File: config.mk
export PLATFORM = sky130hd
export DESIGN_NAME = fieldbus_status_indicators
export DESIGN_NICKNAME = d
export VERILOG_FILES = /design/src/rtl/fieldbus_status_pkg.sv /design/src/rtl/fieldbus_status_indicators.sv
export SDC_FILE = /design/constraint.sdc
export NUM_CORES = 1
export LEC_CHECK = 0
export BUFFER_PORTS_ARGS = -buffer_cell sky130_fd_sc_hd__buf_4
export CAP_MARGIN = 20
export CORE_AREA = 2 2 141 156
export DETAILED_ROUTE_END_ITERATION = 10
export DIE_AREA = 0 0 143 158
export PLACE_DENSITY_LB_ADDON = 0.1
export SYNTH_ARGS = -nofsm -noshare
export SYNTH_HDL_FRONTEND = slang
export SYNTH_SLANG_ARGS = --single-unit
export TNS_END_PERCENT = 50
File: constraint.sdc
create_clock -name sys_clk_i -period 1.82 [get_ports sys_clk_i]
set_clock_uncertainty 0.05 [all_clocks]
set_input_delay 0.364 -clock sys_clk_i [delete_from_list [all_inputs] [get_ports sys_clk_i]]
set_output_delay 0.364 -clock sys_clk_i [all_outputs]
set_load 0.05 [all_outputs]
File: src/rtl/fieldbus_status_pkg.sv
// Constants for the fieldbus status indicator and addressing block
package fieldbus_status_pkg;
  localparam int CLK_PERIOD_NS = 4;
  localparam int MS_NS = 1000000;
  localparam int MS_CYCLES_DEF = MS_NS / CLK_PERIOD_NS;
  localparam int LINK_MBPS = 100;
  localparam logic [10:0] FLICK_ON_MS = 11'h032;
  localparam logic [10:0] FLICK_OFF_MS = 11'h032;
  localparam logic [10:0] BLINK_ON_MS = 11'h0C8;
  localparam logic [10:0] BLINK_OFF_MS = 11'h0C8;
  localparam logic [10:0] FLASH_ON_MS = 11'h0C8;
  localparam logic [10:0] FLASH_GAP_MS = 11'h0C8;
  localparam logic [10:0] FLASH_LONG_MS = 11'h3E8;
  localparam logic [10:0] FLICK_PER = FLICK_ON_MS + FLICK_OFF_MS;
  localparam logic [10:0] BLINK_PER = BLINK_ON_MS + BLINK_OFF_MS;
  localparam logic [10:0] SINGLE_PER = FLASH_ON_MS + FLASH_LONG_MS;
  localparam logic [10:0] DOUBLE_PER = FLASH_ON_MS + FLASH_GAP_MS + FLASH_ON_MS + FLASH_LONG_MS;
  localparam int NODE_LSB = 0;
  localparam int NODE_W = 16;
  localparam int OFFS_LSB = 16;
  localparam int OFFS_W = 16;
  localparam logic [1:0] ADDR_POS = 2'h0;
  localparam logic [1:0] ADDR_FIX = 2'h1;
  localparam logic [1:0] ADDR_LOG = 2'h2;
  localparam logic [3:0] SM_INIT = 4'h1;
  localparam logic [3:0] SM_PREOP = 4'h2;
  localparam logic [3:0] SM_BOOT = 4'h3;
  localparam logic [3:0] SM_SAFEOP = 4'h4;
  localparam logic [3:0] SM_OP = 4'h8;
  localparam int UP_PORT = 0;
  localparam int DOWN_PORT = 1;
  localparam logic [15:0] NODE_RESET = 16'h0000;
  typedef enum logic [5:0] {
    PAT_OFF = 6'h01,
    PAT_ON = 6'h02,
    PAT_FLICK = 6'h04,
    PAT_BLINK = 6'h08,
    PAT_SINGLE = 6'h10,
    PAT_DOUBLE = 6'h20
  } pattern_type;
endpackage

File: src/rtl/fieldbus_status_indicators.sv
// Status lamps, frame address handling and ring closing of a fieldbus slave
// Notes on behaviour
// Flicker: 50 ms lit, 50 ms dark, repeating at 10 Hz.
// Blink: 200 ms lit, 200 ms dark, repeating at 2.5 Hz.
// Single flash: 200 ms lit, then 1000 ms dark, repeating.
// Double flash: lit, gap, lit, each 200 ms, then 1000 ms dark.
// Link lamp dark while its port is closed, link or not.
// Link lamp flickers with port open, link up and traffic.
// Link lamp steady with port open, link up, no traffic.
// State lamp: dark, blink, single, steady, flicker per state.
// Fault lamp: dark, flicker on flash load, blink config, single local.
// Fault lamp double flash on watchdog, steady on memory error.
// Address field is 32 bits, node part and offset part.
// Position: 16-bit node part incremented on pass, zero selects us.
// Fixed: node part matched to assigned node address.
// Logical: window inside the shared 32-bit space is read and written.
// Node address set by the master's scan, no user setting.
// Ring closed internally when no downstream partner is present.
// 100 Mbit/s full duplex; upstream and downstream ports distinct.
// All patterns counted from one shared millisecond tick.
`timescale 1ns/1ps
`default_nettype none
module fieldbus_status_indicators
  import fieldbus_status_pkg::*;
#(
  parameter int MS_CYCLES = MS_CYCLES_DEF
) (
  input wire logic sys_clk_i,
  input wire logic nrst_i,
  input wire logic supply_ok_i,
  input wire logic [1:0] port_open_i,
  input wire logic [1:0] link_i,
  input wire logic [1:0] act_i,
  input wire logic [3:0] sm_state_i,
  input wire logic err_flash_i,
  input wire logic err_cfg_i,
  input wire logic err_local_i,
  input wire logic err_wdog_i,
  input wire logic err_mem_i,
  input wire logic frm_valid_i,
  input wire logic [1:0] frm_kind_i,
  input wire logic [31:0] frm_addr_i,
  input wire logic frm_set_node_i,
  input wire logic [15:0] frm_data_i,
  input wire logic [31:0] log_start_i,
  input wire logic [31:0] log_len_i,
  input wire logic down_present_i,
  output logic [1:0] la_lamp_o,
  output logic state_lamp_o,
  output logic supply_lamp_o,
  output logic fault_lamp_o,
  output logic frm_done_o,
  output logic hit_o,
  output logic [31:0] fwd_addr_o,
  output logic [31:0] offset_o,
  output logic [15:0] node_addr_o,
  output logic loop_close_o
);
  localparam int TICK_W = $clog2(MS_CYCLES);
  localparam logic [TICK_W-1:0] TICK_LAST = TICK_W'(MS_CYCLES - 1);

  typedef struct packed {
    logic [TICK_W-1:0] tick_cnt;
    logic tick;
    logic [10:0] fl_cnt;
    logic [10:0] bl_cnt;
    logic [10:0] sf_cnt;
    logic [10:0] df_cnt;
    logic sup_s1;
    logic sup_s2;
    logic [1:0] act_seen;
    logic [1:0] act_win;
    logic [1:0] la_lamp;
    logic state_lamp;
    logic supply_lamp;
    logic fault_lamp;
    logic done;
    logic hit;
    logic [31:0] fwd_addr;
    logic [31:0] offset;
    logic [15:0] node_addr;
    logic loop_close;
  } state_type;

  state_type st;
  state_type next_st;
  logic fl_lvl;
  logic bl_lvl;
  logic sf_lvl;
  logic df_lvl;
  logic fl_wrap;
  pattern_type state_pat;
  pattern_type fault_pat;
  pattern_type la_pat [2];

  function automatic logic [10:0] wrap_inc(
    input logic [10:0] cnt,
    input logic [10:0] per
  );
    if (cnt == per - 11'h001) begin
      return 11'h000;
    end
    return cnt + 11'h001;
  endfunction

  function automatic logic pat_level(
    input pattern_type p,
    input logic [3:0] lv
  );
    case (p)
      PAT_OFF: return 1'b0;
      PAT_ON: return 1'b1;
      PAT_FLICK: return lv[0];
      PAT_BLINK: return lv[1];
      PAT_SINGLE: return lv[2];
      PAT_DOUBLE: return lv[3];
      default: return 1'b0;
    endcase
  endfunction

  // Lit phases of each pattern, all from the shared counters
  always_comb begin
    fl_lvl = st.fl_cnt < FLICK_ON_MS;
    bl_lvl = st.bl_cnt < BLINK_ON_MS;
    sf_lvl = st.sf_cnt < FLASH_ON_MS;
    df_lvl = (st.df_cnt < FLASH_ON_MS) ||
      ((st.df_cnt >= FLASH_ON_MS + FLASH_GAP_MS) &&
       (st.df_cnt < FLASH_ON_MS + FLASH_GAP_MS + FLASH_ON_MS));
    fl_wrap = st.tick && (st.fl_cnt == FLICK_PER - 11'h001);
  end

  // Pattern choice per lamp
  always_comb begin
    for (int i = 0; i < 2; i++) begin
      if (!port_open_i[i] || !link_i[i]) begin
        la_pat[i] = PAT_OFF;
      end else if (st.act_win[i] || st.act_seen[i]) begin
        la_pat[i] = PAT_FLICK;
      end else begin
        la_pat[i] = PAT_ON;
      end
    end
    case (sm_state_i)
      SM_INIT: state_pat = PAT_OFF;
      SM_PREOP: state_pat = PAT_BLINK;
      SM_SAFEOP: state_pat = PAT_SINGLE;
      SM_OP: state_pat = PAT_ON;
      SM_BOOT: state_pat = PAT_FLICK;
      default: state_pat = PAT_OFF;
    endcase
    // Most severe error wins
    if (err_mem_i) begin
      fault_pat = PAT_ON;
    end else if (err_flash_i) begin
      fault_pat = PAT_FLICK;
    end else if (err_cfg_i) begin
      fault_pat = PAT_BLINK;
    end else if (err_wdog_i) begin
      fault_pat = PAT_DOUBLE;
    end else if (err_local_i) begin
      fault_pat = PAT_SINGLE;
    end else begin
      fault_pat = PAT_OFF;
    end
  end

  always_comb begin
    next_st = st;
    // Millisecond tick shared by all lamps except the supply lamp
    next_st.tick = 1'b0;
    if (st.tick_cnt == TICK_LAST) begin
      next_st.tick_cnt = '0;
      next_st.tick = 1'b1;
    end else begin
      next_st.tick_cnt = st.tick_cnt + TICK_W'(1);
    end
    if (st.tick) begin
      next_st.fl_cnt = wrap_inc(st.fl_cnt, FLICK_PER);
      next_st.bl_cnt = wrap_inc(st.bl_cnt, BLINK_PER);
      next_st.sf_cnt = wrap_inc(st.sf_cnt, SINGLE_PER);
      next_st.df_cnt = wrap_inc(st.df_cnt, DOUBLE_PER);
    end
    next_st.sup_s1 = supply_ok_i;
    next_st.sup_s2 = st.sup_s1;
    // Traffic is judged per flicker period; a pulse at the wrap is kept
    if (fl_wrap) begin
      next_st.act_win = st.act_seen | act_i;
      next_st.act_seen = 2'h0;
    end else begin
      next_st.act_seen = st.act_seen | act_i;
    end
    for (int i = 0; i < 2; i++) begin
      next_st.la_lamp[i] = pat_level(la_pat[i], {df_lvl, sf_lvl, bl_lvl, fl_lvl});
    end
    next_st.state_lamp = pat_level(state_pat, {df_lvl, sf_lvl, bl_lvl, fl_lvl});
    next_st.fault_lamp = pat_level(fault_pat, {df_lvl, sf_lvl, bl_lvl, fl_lvl});
    next_st.supply_lamp = st.sup_s2;
    // Frame address handling
    next_st.done = frm_valid_i;
    if (frm_valid_i) begin
      next_st.offset = {16'h0000, frm_addr_i[OFFS_LSB +: OFFS_W]};
      next_st.fwd_addr = frm_addr_i;
      case (frm_kind_i)
        ADDR_POS: begin
          next_st.fwd_addr[NODE_LSB +: NODE_W] = frm_addr_i[NODE_LSB +: NODE_W] + 16'h0001;
          next_st.hit = frm_addr_i[NODE_LSB +: NODE_W] == 16'h0000;
          if (frm_set_node_i && (frm_addr_i[NODE_LSB +: NODE_W] == 16'h0000)) begin
            next_st.node_addr = frm_data_i;
          end
        end
        ADDR_FIX: begin
          next_st.hit = frm_addr_i[NODE_LSB +: NODE_W] == st.node_addr;
        end
        ADDR_LOG: begin
          next_st.offset = frm_addr_i - log_start_i;
          next_st.hit = (frm_addr_i - log_start_i) < log_len_i;
        end
        default: begin
          next_st.hit = 1'b0;
        end
      endcase
    end else begin
      next_st.hit = 1'b0;
    end
    next_st.loop_close = !down_present_i;
  end

  always_ff @(posedge sys_clk_i or negedge nrst_i) begin
    if (!nrst_i) begin
      st <= '0;
    end else begin
      st <= next_st;
    end
  end

  assign la_lamp_o = st.la_lamp;
  assign state_lamp_o = st.state_lamp;
  assign supply_lamp_o = st.supply_lamp;
  assign fault_lamp_o = st.fault_lamp;
  assign frm_done_o = st.done;
  assign hit_o = st.hit;
  assign fwd_addr_o = st.fwd_addr;
  assign offset_o = st.offset;
  assign node_addr_o = st.node_addr;
  assign loop_close_o = st.loop_close;
endmodule
`default_nettype wire

After elaboration in Yosys (flattened, before gate mapping) --
Index checks and enable logic that the tools add are counted.
Word-level totals: input port bits 135, register bits after elaboration 157, word-level logic and storage cells 120, output and inout port bits 88
Cells by class: magnitude comparators 7, bitwise operators 1, equality and inequality tests 32, reduce and logical (&&, ||, !) cells 16, add/sub/neg operators 7, muxes and demuxes 37
Operators by type and width (count):
- 2-to-1 mux 11 bit | 8
- adder 11 x 1 -> 11 bit, second input constant | 4
- less-than comparator 11 x 8 -> 1 bit, second input constant | 3
- less-than comparator 32 bit | 1
- 2-to-1 mux 32 bit | 1
- subtractor 32 bit | 1
- 2-to-1 mux 6 bit | 4
- equality test 11 bit, second input constant | 2
- one-hot mux 1 bit (5 select lines) | 4
- one-hot mux 5 bit (4 select lines) | 1
- adder 18 x 1 -> 18 bit, second input constant | 1
- equality test 18 bit, second input constant | 1
- 2-to-1 mux 18 bit | 1
- adder 16 x 1 -> 16 bit, second input constant | 1
- equality test 16 bit | 1
- zero test 16 bit | 1
- 2-to-1 mux 16 bit | 1
- equality test 3 x 6 -> 1 bit, second input constant | 2
- 2-to-1 mux 3 bit | 4
- equality test 11 x 7 -> 1 bit, second input constant | 1
- equality test 11 x 9 -> 1 bit, second input constant | 1
- >= comparator 11 x 9 -> 1 bit, second input constant | 1
- less-than comparator 11 x 10 -> 1 bit, second input constant | 1
- less-than comparator 11 x 6 -> 1 bit, second input constant | 1
- other kinds (29) | 53

Longest topological paths before layout --
Gate-level depths: netlist of the first run.
word-level depth 7, depth in mapped cells 18, gate-level depth less buffers 18

Least setup slack after synthesis of the first run --
No wires, ideal clock.
kind input to register, from input log_start_i[12], to register st, in the netlist hit_o, setup time 83 ps, buffers on the path 1, data required time 1687 ps, arrival time 3375 ps, stages on the path 18, setup slack -1688 ps, cell sequence inv_1 ha_1 clkbuf_1 nand2_1 o21ai_0 nor2_1 a2111oi_2 nor2_1 o21ai_0 xor2_1 ha_1 a21o_1 a21o_1 a21oi_1 o21ai_0 a211oi_1 o21ai_0 o21ai_0
RTL lines:
- from (decl) | RTL line fieldbus_status_indicators.sv:45 | input wire logic [31:0] log_start_i,
- to (signal assigned) | RTL line fieldbus_status_indicators.sv:232 | st <= next_st;
- to (decl) | RTL line fieldbus_status_indicators.sv:85 | state_type st;

==> flow_summary_export.csv, run 1 <==
group,metric,value,unit
grt,grt_pass1_vias,9202,
route,drc_errors,0,
critical_path,path_cells,"buf_4 > ha_4 > a21o_1 > a31oi_2 > a21o_1 > a2111oi_4 > nor2_4 > o21ai_2 > xor2_1 > ha_1 > a21o_1 > a21o_1 > a21oi_2 > o21ai_2 > a211oi_2 > o21ai_1 > o21ai_1",
floorplan,core.rowCount,56,
placement,place_congestion,0.941,
synth,synth_commonest_cells,"dfrtp_1, nor2_1, nand2_1, inv_1, buf_4",
clock_network,cts_tree,"done",
critical_path,cp.required,2.13,ns
sta,rsz0062_at_grt,"yes",
synth,synth_flop_cell,"dfrtp_1",
placement,dp_hpwl,23.2,mm
sta,drv_slew,0,
synth,synth.distinct_cells,59,
sta,finalCritPeriodShare,1.73,
route,wl_met3,2.13,mm
power,p_leak,0.00719,µW
route,wl_per_cell,16.7,µm
critical_path,slowest_stage,"a2111oi_4",
route,postRouteWirelength,30.1,mm
route,drtIter0Drc,687,
cells_and_area,drive_above_1_share,0.396,
critical_path,start_kind,"input port",
clock_network,cts_root_buffer,"clkbuf_16",
critical_path,reg2reg_slack,-0.01,ns
sta,tns,-10.92,ns
critical_path,cp-end-kind,"flip-flop",
synth,yosysTopAreaCell,"dfrtp_1",
synth,ys_seq_elements,157,
route,wl_met1,13.0,mm
critical_path,cpLargestDelayFamily,"compound AO/OA/AOI/OAI gates",
synth,synthTopCellsByArea,"dfrtp_1, ha_1, buf_4, xnor2_1, xor2_1",
grt,overflow,0,
floorplan,io-pin-count,223,
sta,worstMarginPinSlew,0.521,ns
route,ant_nets,0,
critical_path,cpMostUsedCell,"a21o_1",
route,drt_pre_antenna_iters,5,
sta,maxSlewHeadroom,0.651,
cells_and_area,syn2layout_area_growth,41.8,%
grt,grt_start_max_net_pins,52,
synth,synth_most_common_cell,"dfrtp_1",
synth,synth_cells,1159,
placement,dpl-instance-area,0.0133,mm²
floorplan,die_w,143,µm
run_status,violations,"setup timing",
clock_network,clockBufferDepth,2,
sta,finalHoldViolCount,0,
route,dr_wl_met2,14.2,mm
sta,min_period,3.16,ns
clock_network,htree_levels,4,
sta,setup_viol,24,
hold_path,hold_class,"input port to flip-flop",
sta,worst_hold_slack,0.0145,ns
placement,placed_cells,1747,
floorplan,start_util,0.491,
clock_network,numCtsBuffers,17,
cells_and_area,fin_cells,1805,
run_status,status,"finished, violations left",
synth,synth_top_cell_area_share,0.379,
critical_path,cp.arrival,3.47,ns
critical_path,path_buf_inv,1,
synth,synth_area,0.0104,mm²
floorplan,fp.dieH,158,µm
clock_network,clk_latency,0.43,ns
floorplan,fp.coreArea,0.0211,mm²
synth,syn_area_per_cell,8.93,µm²
synth,synth_edf_count,0,
floorplan,die_area,0.0226,mm²
clock_network,cts.sinks,157,
critical_path,crit_type,"input port to flip-flop",
synth,syn_nets,1365,
sta,max_freq,317,MHz
cells_and_area,finalNetCount,1708,
cells_and_area,fin_area,0.0147,mm²
synth,ys_seq_area_frac,0.379,
power,peakVddDrop,0.653,mV
critical_path,crit_fanout,5,
grt,antenna_found_initial,0,
run,max_cap_violations,0,
route,viasPerCell,5.24,
synth,synthArstFlopShare,1.00,
grt,track_usage,0.265,
clock_network,clk_pin_slew,0.07,ns
power,total_power,11000,µW
sta,layout_setup_ws,-1.34,ns
power,powerDensity,752,mW/mm²
grt,grt_pass1_wl,46.7,mm
critical_path,critPathMaxStageDelay,0.53,ns
route,top_layer_used,"met4",
synth,yosysWarnings,0,
cells_and_area,diodes,0,
route,vias,9465,
placement,numPortBuffers,222,
==> report_power, final <==
part           internal, µW  total [µW]  switching [µW]
Combinational          1680        3680            2000
Sequential             3650        3750            98.8
Clock                  2010        3610            1600
==> final timing paths <==
| check | from | end | cells past startpoint |
|---|---|---|---|
| min in group asynchronous | nrst_i | frm_done_o$_DFF_PN0_ | 2 |
| setup / recovery | frm_addr_i[4] | hit_o$_DFF_PN0_ | 17 |
| hold / removal | down_present_i | loop_close_o$_DFF_PN0_ | 2 |
| hold reg to reg | next_st[84]$_DFF_PN0_ | supply_lamp_o$_DFF_PN0_ | 0 |
| setup reg to reg | node_addr_o[13]$_DFFE_PN0P_ | hit_o$_DFF_PN0_ | 6 |
| max in group asynchronous | nrst_i | node_addr_o[2]$_DFFE_PN0P_ | 3 |
==> flip-flops by register name, indices dropped and copies added (netlist names) <==
name	cells
hit_o	1
supply_lamp_o	1
fault_lamp_o	1
frm_done_o	1
la_lamp_o	2
offset_o	32
st	67
node_addr_o	16
loop_close_o	1
next_st	2
state_lamp_o	1
fwd_addr_o	32
==> worst register-to-register path: cells and delay by family, from the launching register on <==
family | cells | cell delay, ns
XOR/XNOR | 1 | 0.16
flip-flops | 1 | 0.42
AO/OA/AOI/OAI | 2 | 0.33
AND/OR/NAND/NOR | 3 | 0.79
==> area by class of cell <==
class / count / area (µm²)
Clock inverter: 11 / 124
Multi-Input combinational cell: 797 / 6000
Timing Repair Buffer: 445 / 3480
Clock buffer: 21 / 460
Sequential cell: 157 / 3930
Fill cell: 1657 / 6400
Tap cell: 290 / 363
Inverter: 84 / 333
==> through the flow <==
step	utilization	setup slack, ns
2_1_floorplan	-	-1.31
3_3_place_gp	0.630	-1.74
3_5_place_dp	0.630	-1.81
4_1_cts	0.675	-1.30
5_1_grt	0.696	-1.48
6_report	0.696	-1.34
==> cell usage in the layout (no fill, tap or decap), types with 15 or more instances in the layout <==
cell type and count:
a21o_1 17, mux2_2 22, nand4_1 40, buf_4 422
xor2_1 40, o21ai_0 36, a21oi_2 15, and3_1 17
nand2_1 97, a21oi_1 62, inv_1 78, clkbuf_16 17
nor2_1 99, nor3_1 18, xnor2_1 55, dfrtp_1 157
nand3_1 30, ha_1 55
==> layer usage <==
metal | GRT usage | vias to the layer above
li1 | - | 4611
met5 | 0 | -
met1 | 0.346 | 4490
met2 | 0.429 | 312
met3 | 0.0672 | 52
met4 | 0.0915 | 0
==> repair_timing <==
| action | in CTS | in global routing |
|---|---|---|
| setup endpoints to repair | 28 | 64 |
| pin swaps | 46 | 55 |
| hold buffers | 2 | 0 |
| cloned | 0 | 0 |
| setup buffers | 14 | 18 |
| gates resized for setup | 51 | 65 |
| endpoints found under the hold margin | 39 | 0 |
==> cells by family (layout without fill, tap and decap cells) <==
kind of cell	Yosys count	after routing	share of synthesized area
simple gates	363	363	0.166
compound gates	217	217	0.132
buf+inv	205	561	0.104
flops	157	157	0.379
xor+xnor	108	108	0.0914
fa+ha+maj	72	72	0.0875
mux	37	37	0.0394
No activity file was read; power rests on OpenSTA's default activity.
==> run 2, diff against run 1 <==
ABC_AREA = 1   (was default)
CORE_AREA = 2 2 147 163   (was 2 2 141 156)
DIE_AREA = 0 0 149 165   (was 0 0 143 158)
==> flow_summary_export.csv, run 2 <==
group,metric,value,unit
synth,synthTopCellsByArea,"dfrtp_1, nand2_1, inv_1, ha_1, buf_4",
route,drc_errors,0,
sta,min_period,2.52,ns
grt,grt_pass1_wl,55.3,mm
power,switchingPower,3910,µW
placement,place_worst_setup_slack,-1.31,ns
grt,overflow,0,
power,sw_frac_of_total,0.359,
sta,worst_hold_slack,0.105,ns
synth,ys_seq_elements,157,
synth,synth_area,0.0117,mm²
synth,yosysTopAreaCell,"dfrtp_1",
sta,rsz0062_at_grt,"yes",
sta,finalCritPeriodShare,1.38,
synth,ys_seq_area_frac,0.336,
run_status,violations,"setup timing",
grt,grt_start_max_net_pins,42,
sta,maxSlewHeadroom,0.721,
clock_network,cts_root_buffer,"clkbuf_16",
grt,antenna_found_initial,3,
floorplan,start_util,0.514,
power,pwr-share-comb,0.325,
hold_path,hold_class,"input port to flip-flop",
power,p_seq_frac,0.345,
sta,worstMarginPinSlew,0.415,ns
clock_network,numCtsBuffers,17,
sta,finalHoldViolCount,0,
power,internal-power,6970,µW
cells_and_area,fin_cells,2328,
grt,track_usage,0.291,
synth,synthArstFlopShare,1.00,
placement,place_congestion,0.971,
route,ant_nets,0,
critical_path,crit_fanout,4,
synth,synth_edf_count,0,
synth,synth_most_common_cell,"nand2_1",
cells_and_area,mostFrequentLayoutCells,"nand2_1, buf_4, inv_1",
synth,syn_area_per_cell,6.91,µm²
power,clock_power_share,0.330,
cells_and_area,fin_util,0.688,
route,drt_pre_antenna_iters,7,
placement,dp_hpwl,28.9,mm
critical_path,crit_type,"input port to flip-flop",
synth,synth_cells,1694,
clock_network,clk_pin_slew,0.08,ns
grt,grt_pass1_vias,11100,
route,postRouteWirelength,35.8,mm
cells_and_area,regMostFlops,"st",
synth,syn_nets,1900,
floorplan,fp.coreArea,0.0228,mm²
clock_network,clockBufferDepth,2,
clock_network,cts.sinks,157,
sta,layout_setup_ws,-0.699,ns
run,max_cap_violations,0,
power,powerDensity,694,mW/mm²
critical_path,cp.arrival,2.78,ns
sta,setup_viol,3,
route,vias,11600,
cells_and_area,final_common_cell,"nand2_1",
clock_network,htree_levels,4,
floorplan,core.rowCount,58,
synth,yosysWarnings,0,
cells_and_area,drive_above_1_share,0.298,
critical_path,cp.required,2.08,ns
synth,synth_commonest_cells,"nand2_1, inv_1, dfrtp_1, nor2_1, nand3_1",
critical_path,cp-end-kind,"flip-flop",
synth,synth_top_cell_area_share,0.336,
floorplan,die_area,0.0246,mm²
sta,max_freq,397,MHz
sta,drv_slew,0,
floorplan,fp.dieH,165,µm
cells_and_area,largest_register_ffs,67,
placement,placed_cells,2281,
clock_network,clk_latency,0.44,ns
power,peakVddDrop,0.454,mV
critical_path,start_kind,"input port",
clock_network,cts_tree,"done",
cells_and_area,fillCellCount,2021,
cells_and_area,syn2layout_area_growth,34.0,%
cells_and_area,finalNetCount,2218,
route,wl_per_cell,15.4,µm
placement,numPortBuffers,222,
floorplan,io-pin-count,223,
run_status,status,"finished, violations left",
synth,synth.distinct_cells,43,
route,drtIter0Drc,607,
floorplan,die_w,149,µm
synth,synth_flop_cell,"dfrtp_1",
power,p_leak,0.00870,µW
route,viasPerCell,4.97,
==> run 2: changes by cell type after synthesis, moves of 12 or more <==
| cell | change |
|---|---|
| a21oi_1 | -16 |
| clkbuf_1 | -20 |
| inv_1 | +214 |
| o21ai_1 | +25 |
| o21ai_0 | +12 |
| nand2_1 | +408 |
| and3_1 | -15 |
| nand4_1 | -24 |
| a21o_1 | -16 |
| nand3_1 | +67 |
| mux2_2 | -30 |
| a31oi_1 | -12 |
| xnor2_1 | -51 |
==> run 2: area by class of cell <==
cell class                      count  area (µm²)  area share
Inverter                          308        1170      0.0749
Sequential cell                   157        3930       0.250
Timing Repair Buffer              405        3120       0.199
Antenna cell                        3        7.51    0.000479
Clock inverter                     15         166      0.0106
Tap cell                          300         375      0.0239
Clock buffer                       17         425      0.0271
Multi-Input combinational cell   1123        6490       0.414
==> run 2: path summary, 6_finish.rpt <==
kind | slack [ns] | cells past startpoint | from | endpoint
max | -0.70 | 19 | log_start_i[21] | hit_o$_DFF_PN0_
min | 0.11 | 3 | link_i[0] | la_lamp_o[0]$_DFF_PN0_
max reg2reg | 0.02 | 10 | st[139]$_DFF_PN0_ | st[156]$_DFF_PN0_
min reg2reg | 0.30 | 0 | next_st[84]$_DFF_PN0_ | supply_lamp_o$_DFF_PN0_
max in group asynchronous | 0.74 | 3 | nrst_i | hit_o$_DFF_PN0_
min in group asynchronous | 0.36 | 2 | nrst_i | st[103]$_DFFE_PN0P_
==> run 2: routing by layer <==
metal,routed length [µm],up-vias,global-route usage
met5,0,-,0
met4,1000,0,0.107
met3,2150,55,0.0428
met2,17700,358,0.508
met1,15000,5322,0.367
li1,-,5837,-
==> run 2: what timing repair did <==
item                       CTS  global route
pin swaps                   18            10
setup buffers                9             1
setup endpoints to repair    9            17
cloned                       0             0
gates resized for setup     70            51
hold buffers                 2             1
hold endpoints to repair    37             1
==> run 2: worst max-delay path: stages <==
cell and delay [ns]:
buf_4 0.11, inv_1 0.11, ha_4 0.22, buf_4 0.15
nand2_1 0.12, nand2_1 0.08, a21oi_1 0.13, nand2_1 0.10
a21oi_2 0.20, nand3_2 0.10, and2_4 0.17, ha_4 0.25
nand2_2 0.05, nor2_2 0.11, nand4_1 0.18, a21oi_2 0.15
nor2_1 0.06, nand2_1 0.05, a21oi_1 0.06
==> run 2: power by group through the flow <==
stage                     combinational, µW  sequential (µW)  clock [µW]
final                                  3540             3750        3590
after global routing                   3850             3760        3800
after CTS                              3400             3750        3640
after detailed placement               3210             3820           0
after global placement                 3170             3810           0
after floorplan                        1920             3790           0
==> run 2: through the flow <==
| stage | power, µW | TNS, ns | instance area, µm² |
|---|---|---|---|
| final | 10900 | -1.26 | 15700 |
| after global routing | 11400 | -2.71 | 15700 |
| after CTS | 10800 | -1.13 | 15400 |
| after detailed placement | 7020 | -14.33 | 14400 |
| after global placement | 6980 | -13.96 | 14400 |
| after floorplan | 5720 | -0.874 | 11800 |
==> run 2: cell families (layout without fill, tap and decap cells) <==
family	after synthesis	after routing	synth area share
XOR/XNOR	56	56	0.0419
adder cells (fa/ha/maj)	71	71	0.0765
AO/OA/AOI/OAI	161	161	0.0722
other	0	3	0
flip-flops	157	157	0.336
buffers and inverters	414	745	0.161
AND/OR/NAND/NOR	835	835	0.313
==> run 3, diff against run 2 <==
PLACE_DENSITY = 0.86   (was default)
PLACE_DENSITY_LB_ADDON = default   (was 0.1)
==> flow_summary_export.csv, run 3 (synthesis gave the netlist of run 2 again) <==
group,metric,value,unit
run_status,status,"finished, violations left",
run_status,violations,"setup timing",
floorplan,io-pin-count,223,
sta,layout_setup_ws,-0.607,ns
sta,maxSlewHeadroom,0.355,
critical_path,crit_start,"frm_addr_i[25]",
critical_path,rr_startpoint,"st[116]$_DFFE_PN0P_",
clock_network,cts.sinks,157,
critical_path,start_kind,"input port",
critical_path,crit_type,"input port to flip-flop",
clock_network,clk_latency,0.44,ns
run,max_cap_violations,0,
route,viasPerCell,5.09,
route,drc_errors,0,
clock_network,cts_tree,"done",
clock_network,clockBufferDepth,2,
power,peakVddDrop,0.517,mV
route,drtIter0Drc,718,
grt,antenna_found_initial,1,
cells_and_area,largest_register_ffs,67,
route,drt_pre_antenna_iters,6,
sta,drv_slew,0,
clock_network,numCtsBuffers,17,
cells_and_area,regMostFlops,"st",
clock_network,cts_root_buffer,"clkbuf_16",
cells_and_area,fin_util,0.691,
sta,worstMarginPinSlew,0.966,ns
cells_and_area,multi_input_area,0.00663,mm²
placement,place_congestion,0.926,
placement,dp_hpwl,28.7,mm
grt,overflow,0,
power,p_leak,0.00869,µW
cells_and_area,finalNetCount,2200,
sta,max_freq,412,MHz
critical_path,cp.arrival,2.74,ns
sta,min_period,2.43,ns
sta,rsz0062_at_grt,"yes",
grt,grt_pass1_vias,11700,
route,wl_per_cell,15.8,µm
grt,track_usage,0.297,
clock_network,htree_levels,4,
placement,numPortBuffers,222,
floorplan,start_util,0.514,
cells_and_area,mostFrequentLayoutCells,"nand2_1, buf_4, inv_1",
placement,place_worst_setup_slack,-1.28,ns
critical_path,cp.required,2.14,ns
route,postRouteWirelength,36.5,mm
sta,setup_viol,2,
hold_path,hold_class,"input port to flip-flop",
cells_and_area,regArea,0.00393,mm²
critical_path,crit_fanout,3,
cells_and_area,fillCellCount,1820,
floorplan,die_area,0.0246,mm²
critical_path,cp-end-kind,"flip-flop",
route,vias,11700,
floorplan,fp.coreArea,0.0228,mm²
grt,grt_start_max_net_pins,50,
clock_network,clk_pin_slew,0.07,ns
hold_path,hp-start,"down_present_i",
sta,finalCritPeriodShare,1.33,
sta,finalHoldViolCount,0,
cells_and_area,drive_above_1_share,0.307,
cells_and_area,final_common_cell,"nand2_1",
power,powerDensity,713,mW/mm²
floorplan,fp.dieH,165,µm
floorplan,die_w,149,µm
floorplan,core.rowCount,58,
grt,grt_pass1_wl,57.0,mm
route,ant_nets,0,
cells_and_area,syn2layout_area_growth,34.5,%
==> run 3: cell types whose count changed in the layout (fill, tap and decap cells not counted), sizes merged <==
cell	before	now
clkinvlp	1	0
bufinv	0	3
dlygate4sd3	3	2
buf	402	385
diode	3	2
inv	315	313
==> run 3: power breakdown <==
| group | switching, µW | total [µW] | internal (µW) |
|---|---|---|---|
| Clock | 1710 | 3920 | 2210 |
| Sequential | 101 | 3740 | 3640 |
| Combinational | 2110 | 3570 | 1460 |
| Total | 3920 | 11200 | 7310 |
==> run 3: worst paths after layout <==
path	depth (start not counted)	end	slack [ns]
min	2	loop_close_o$_DFF_PN0_	0.02
max reg2reg	7	st[126]$_DFFE_PN0P_	0.16
min reg2reg	0	next_st[84]$_DFF_PN0_	0.32
min in group asynchronous	2	st[103]$_DFFE_PN0P_	0.31
max in group asynchronous	3	st[138]$_DFF_PN0_	0.82
max	20	hit_o$_DFF_PN0_	-0.61
==> run 3: routing by layer <==
layer	track usage	vias to the layer above	wire length, µm
met4	0.140	0	1540
li1	-	5782	-
met3	0.0425	100	2230
met5	0	-	0
met1	0.352	5435	14500
met2	0.531	428	18200
==> run 3: layout make-up <==
class                      instances  share of cell area
inverter                         308              0.0746
sequential                       157               0.250
tap                              300              0.0238
clock inverter                    15              0.0130
timing repair buffer             387               0.191
antenna                            2            0.000318
clock buffer                      17              0.0270
multi-input combinational       1123               0.421
==> run 3: per-stage QoR <==
| stage | instances | TNS (ns) | power, µW | hold slack [ns] | instance area (µm²) |
|---|---|---|---|---|---|
| CTS | 2299 | -1.02 | 11100 | 0.0189 | 15500 |
| finish | 2309 | -1.18 | 11200 | 0.0181 | 15700 |
| global placement | 2257 | -12.20 | 6890 | 0.206 | 14200 |
| floorplan | 1694 | -0.874 | 5720 | 0.0184 | 11800 |
| global route | 2308 | -1.47 | 11700 | 0.0198 | 15700 |
| detailed placement | 2257 | -13.61 | 6950 | 0.206 | 14200 |
==> run 3: critical path: stages <==
cell     delay [ns]
buf_4          0.12
ha_1           0.30
buf_4          0.16
nand2_1        0.11
inv_1          0.05
nand2_1        0.06
nand2_1        0.06
inv_1          0.06
nand2_1        0.06
a21oi_2        0.17
nand3_1        0.11
and2_1         0.18
ha_1           0.31
a21oi_2        0.15
o21ai_1        0.08
nand2_1        0.06
nand3_1        0.07
nor2_1         0.11
nand2_1        0.05
a21oi_1        0.12
==> run 3: timing repair <==
item,CTS,global route
setup buffers,9,11
hold endpoints to repair,24,0
resized for setup,106,60
hold buffers,2,0
endpoints found under the setup margin,6,17
pin swaps,34,13
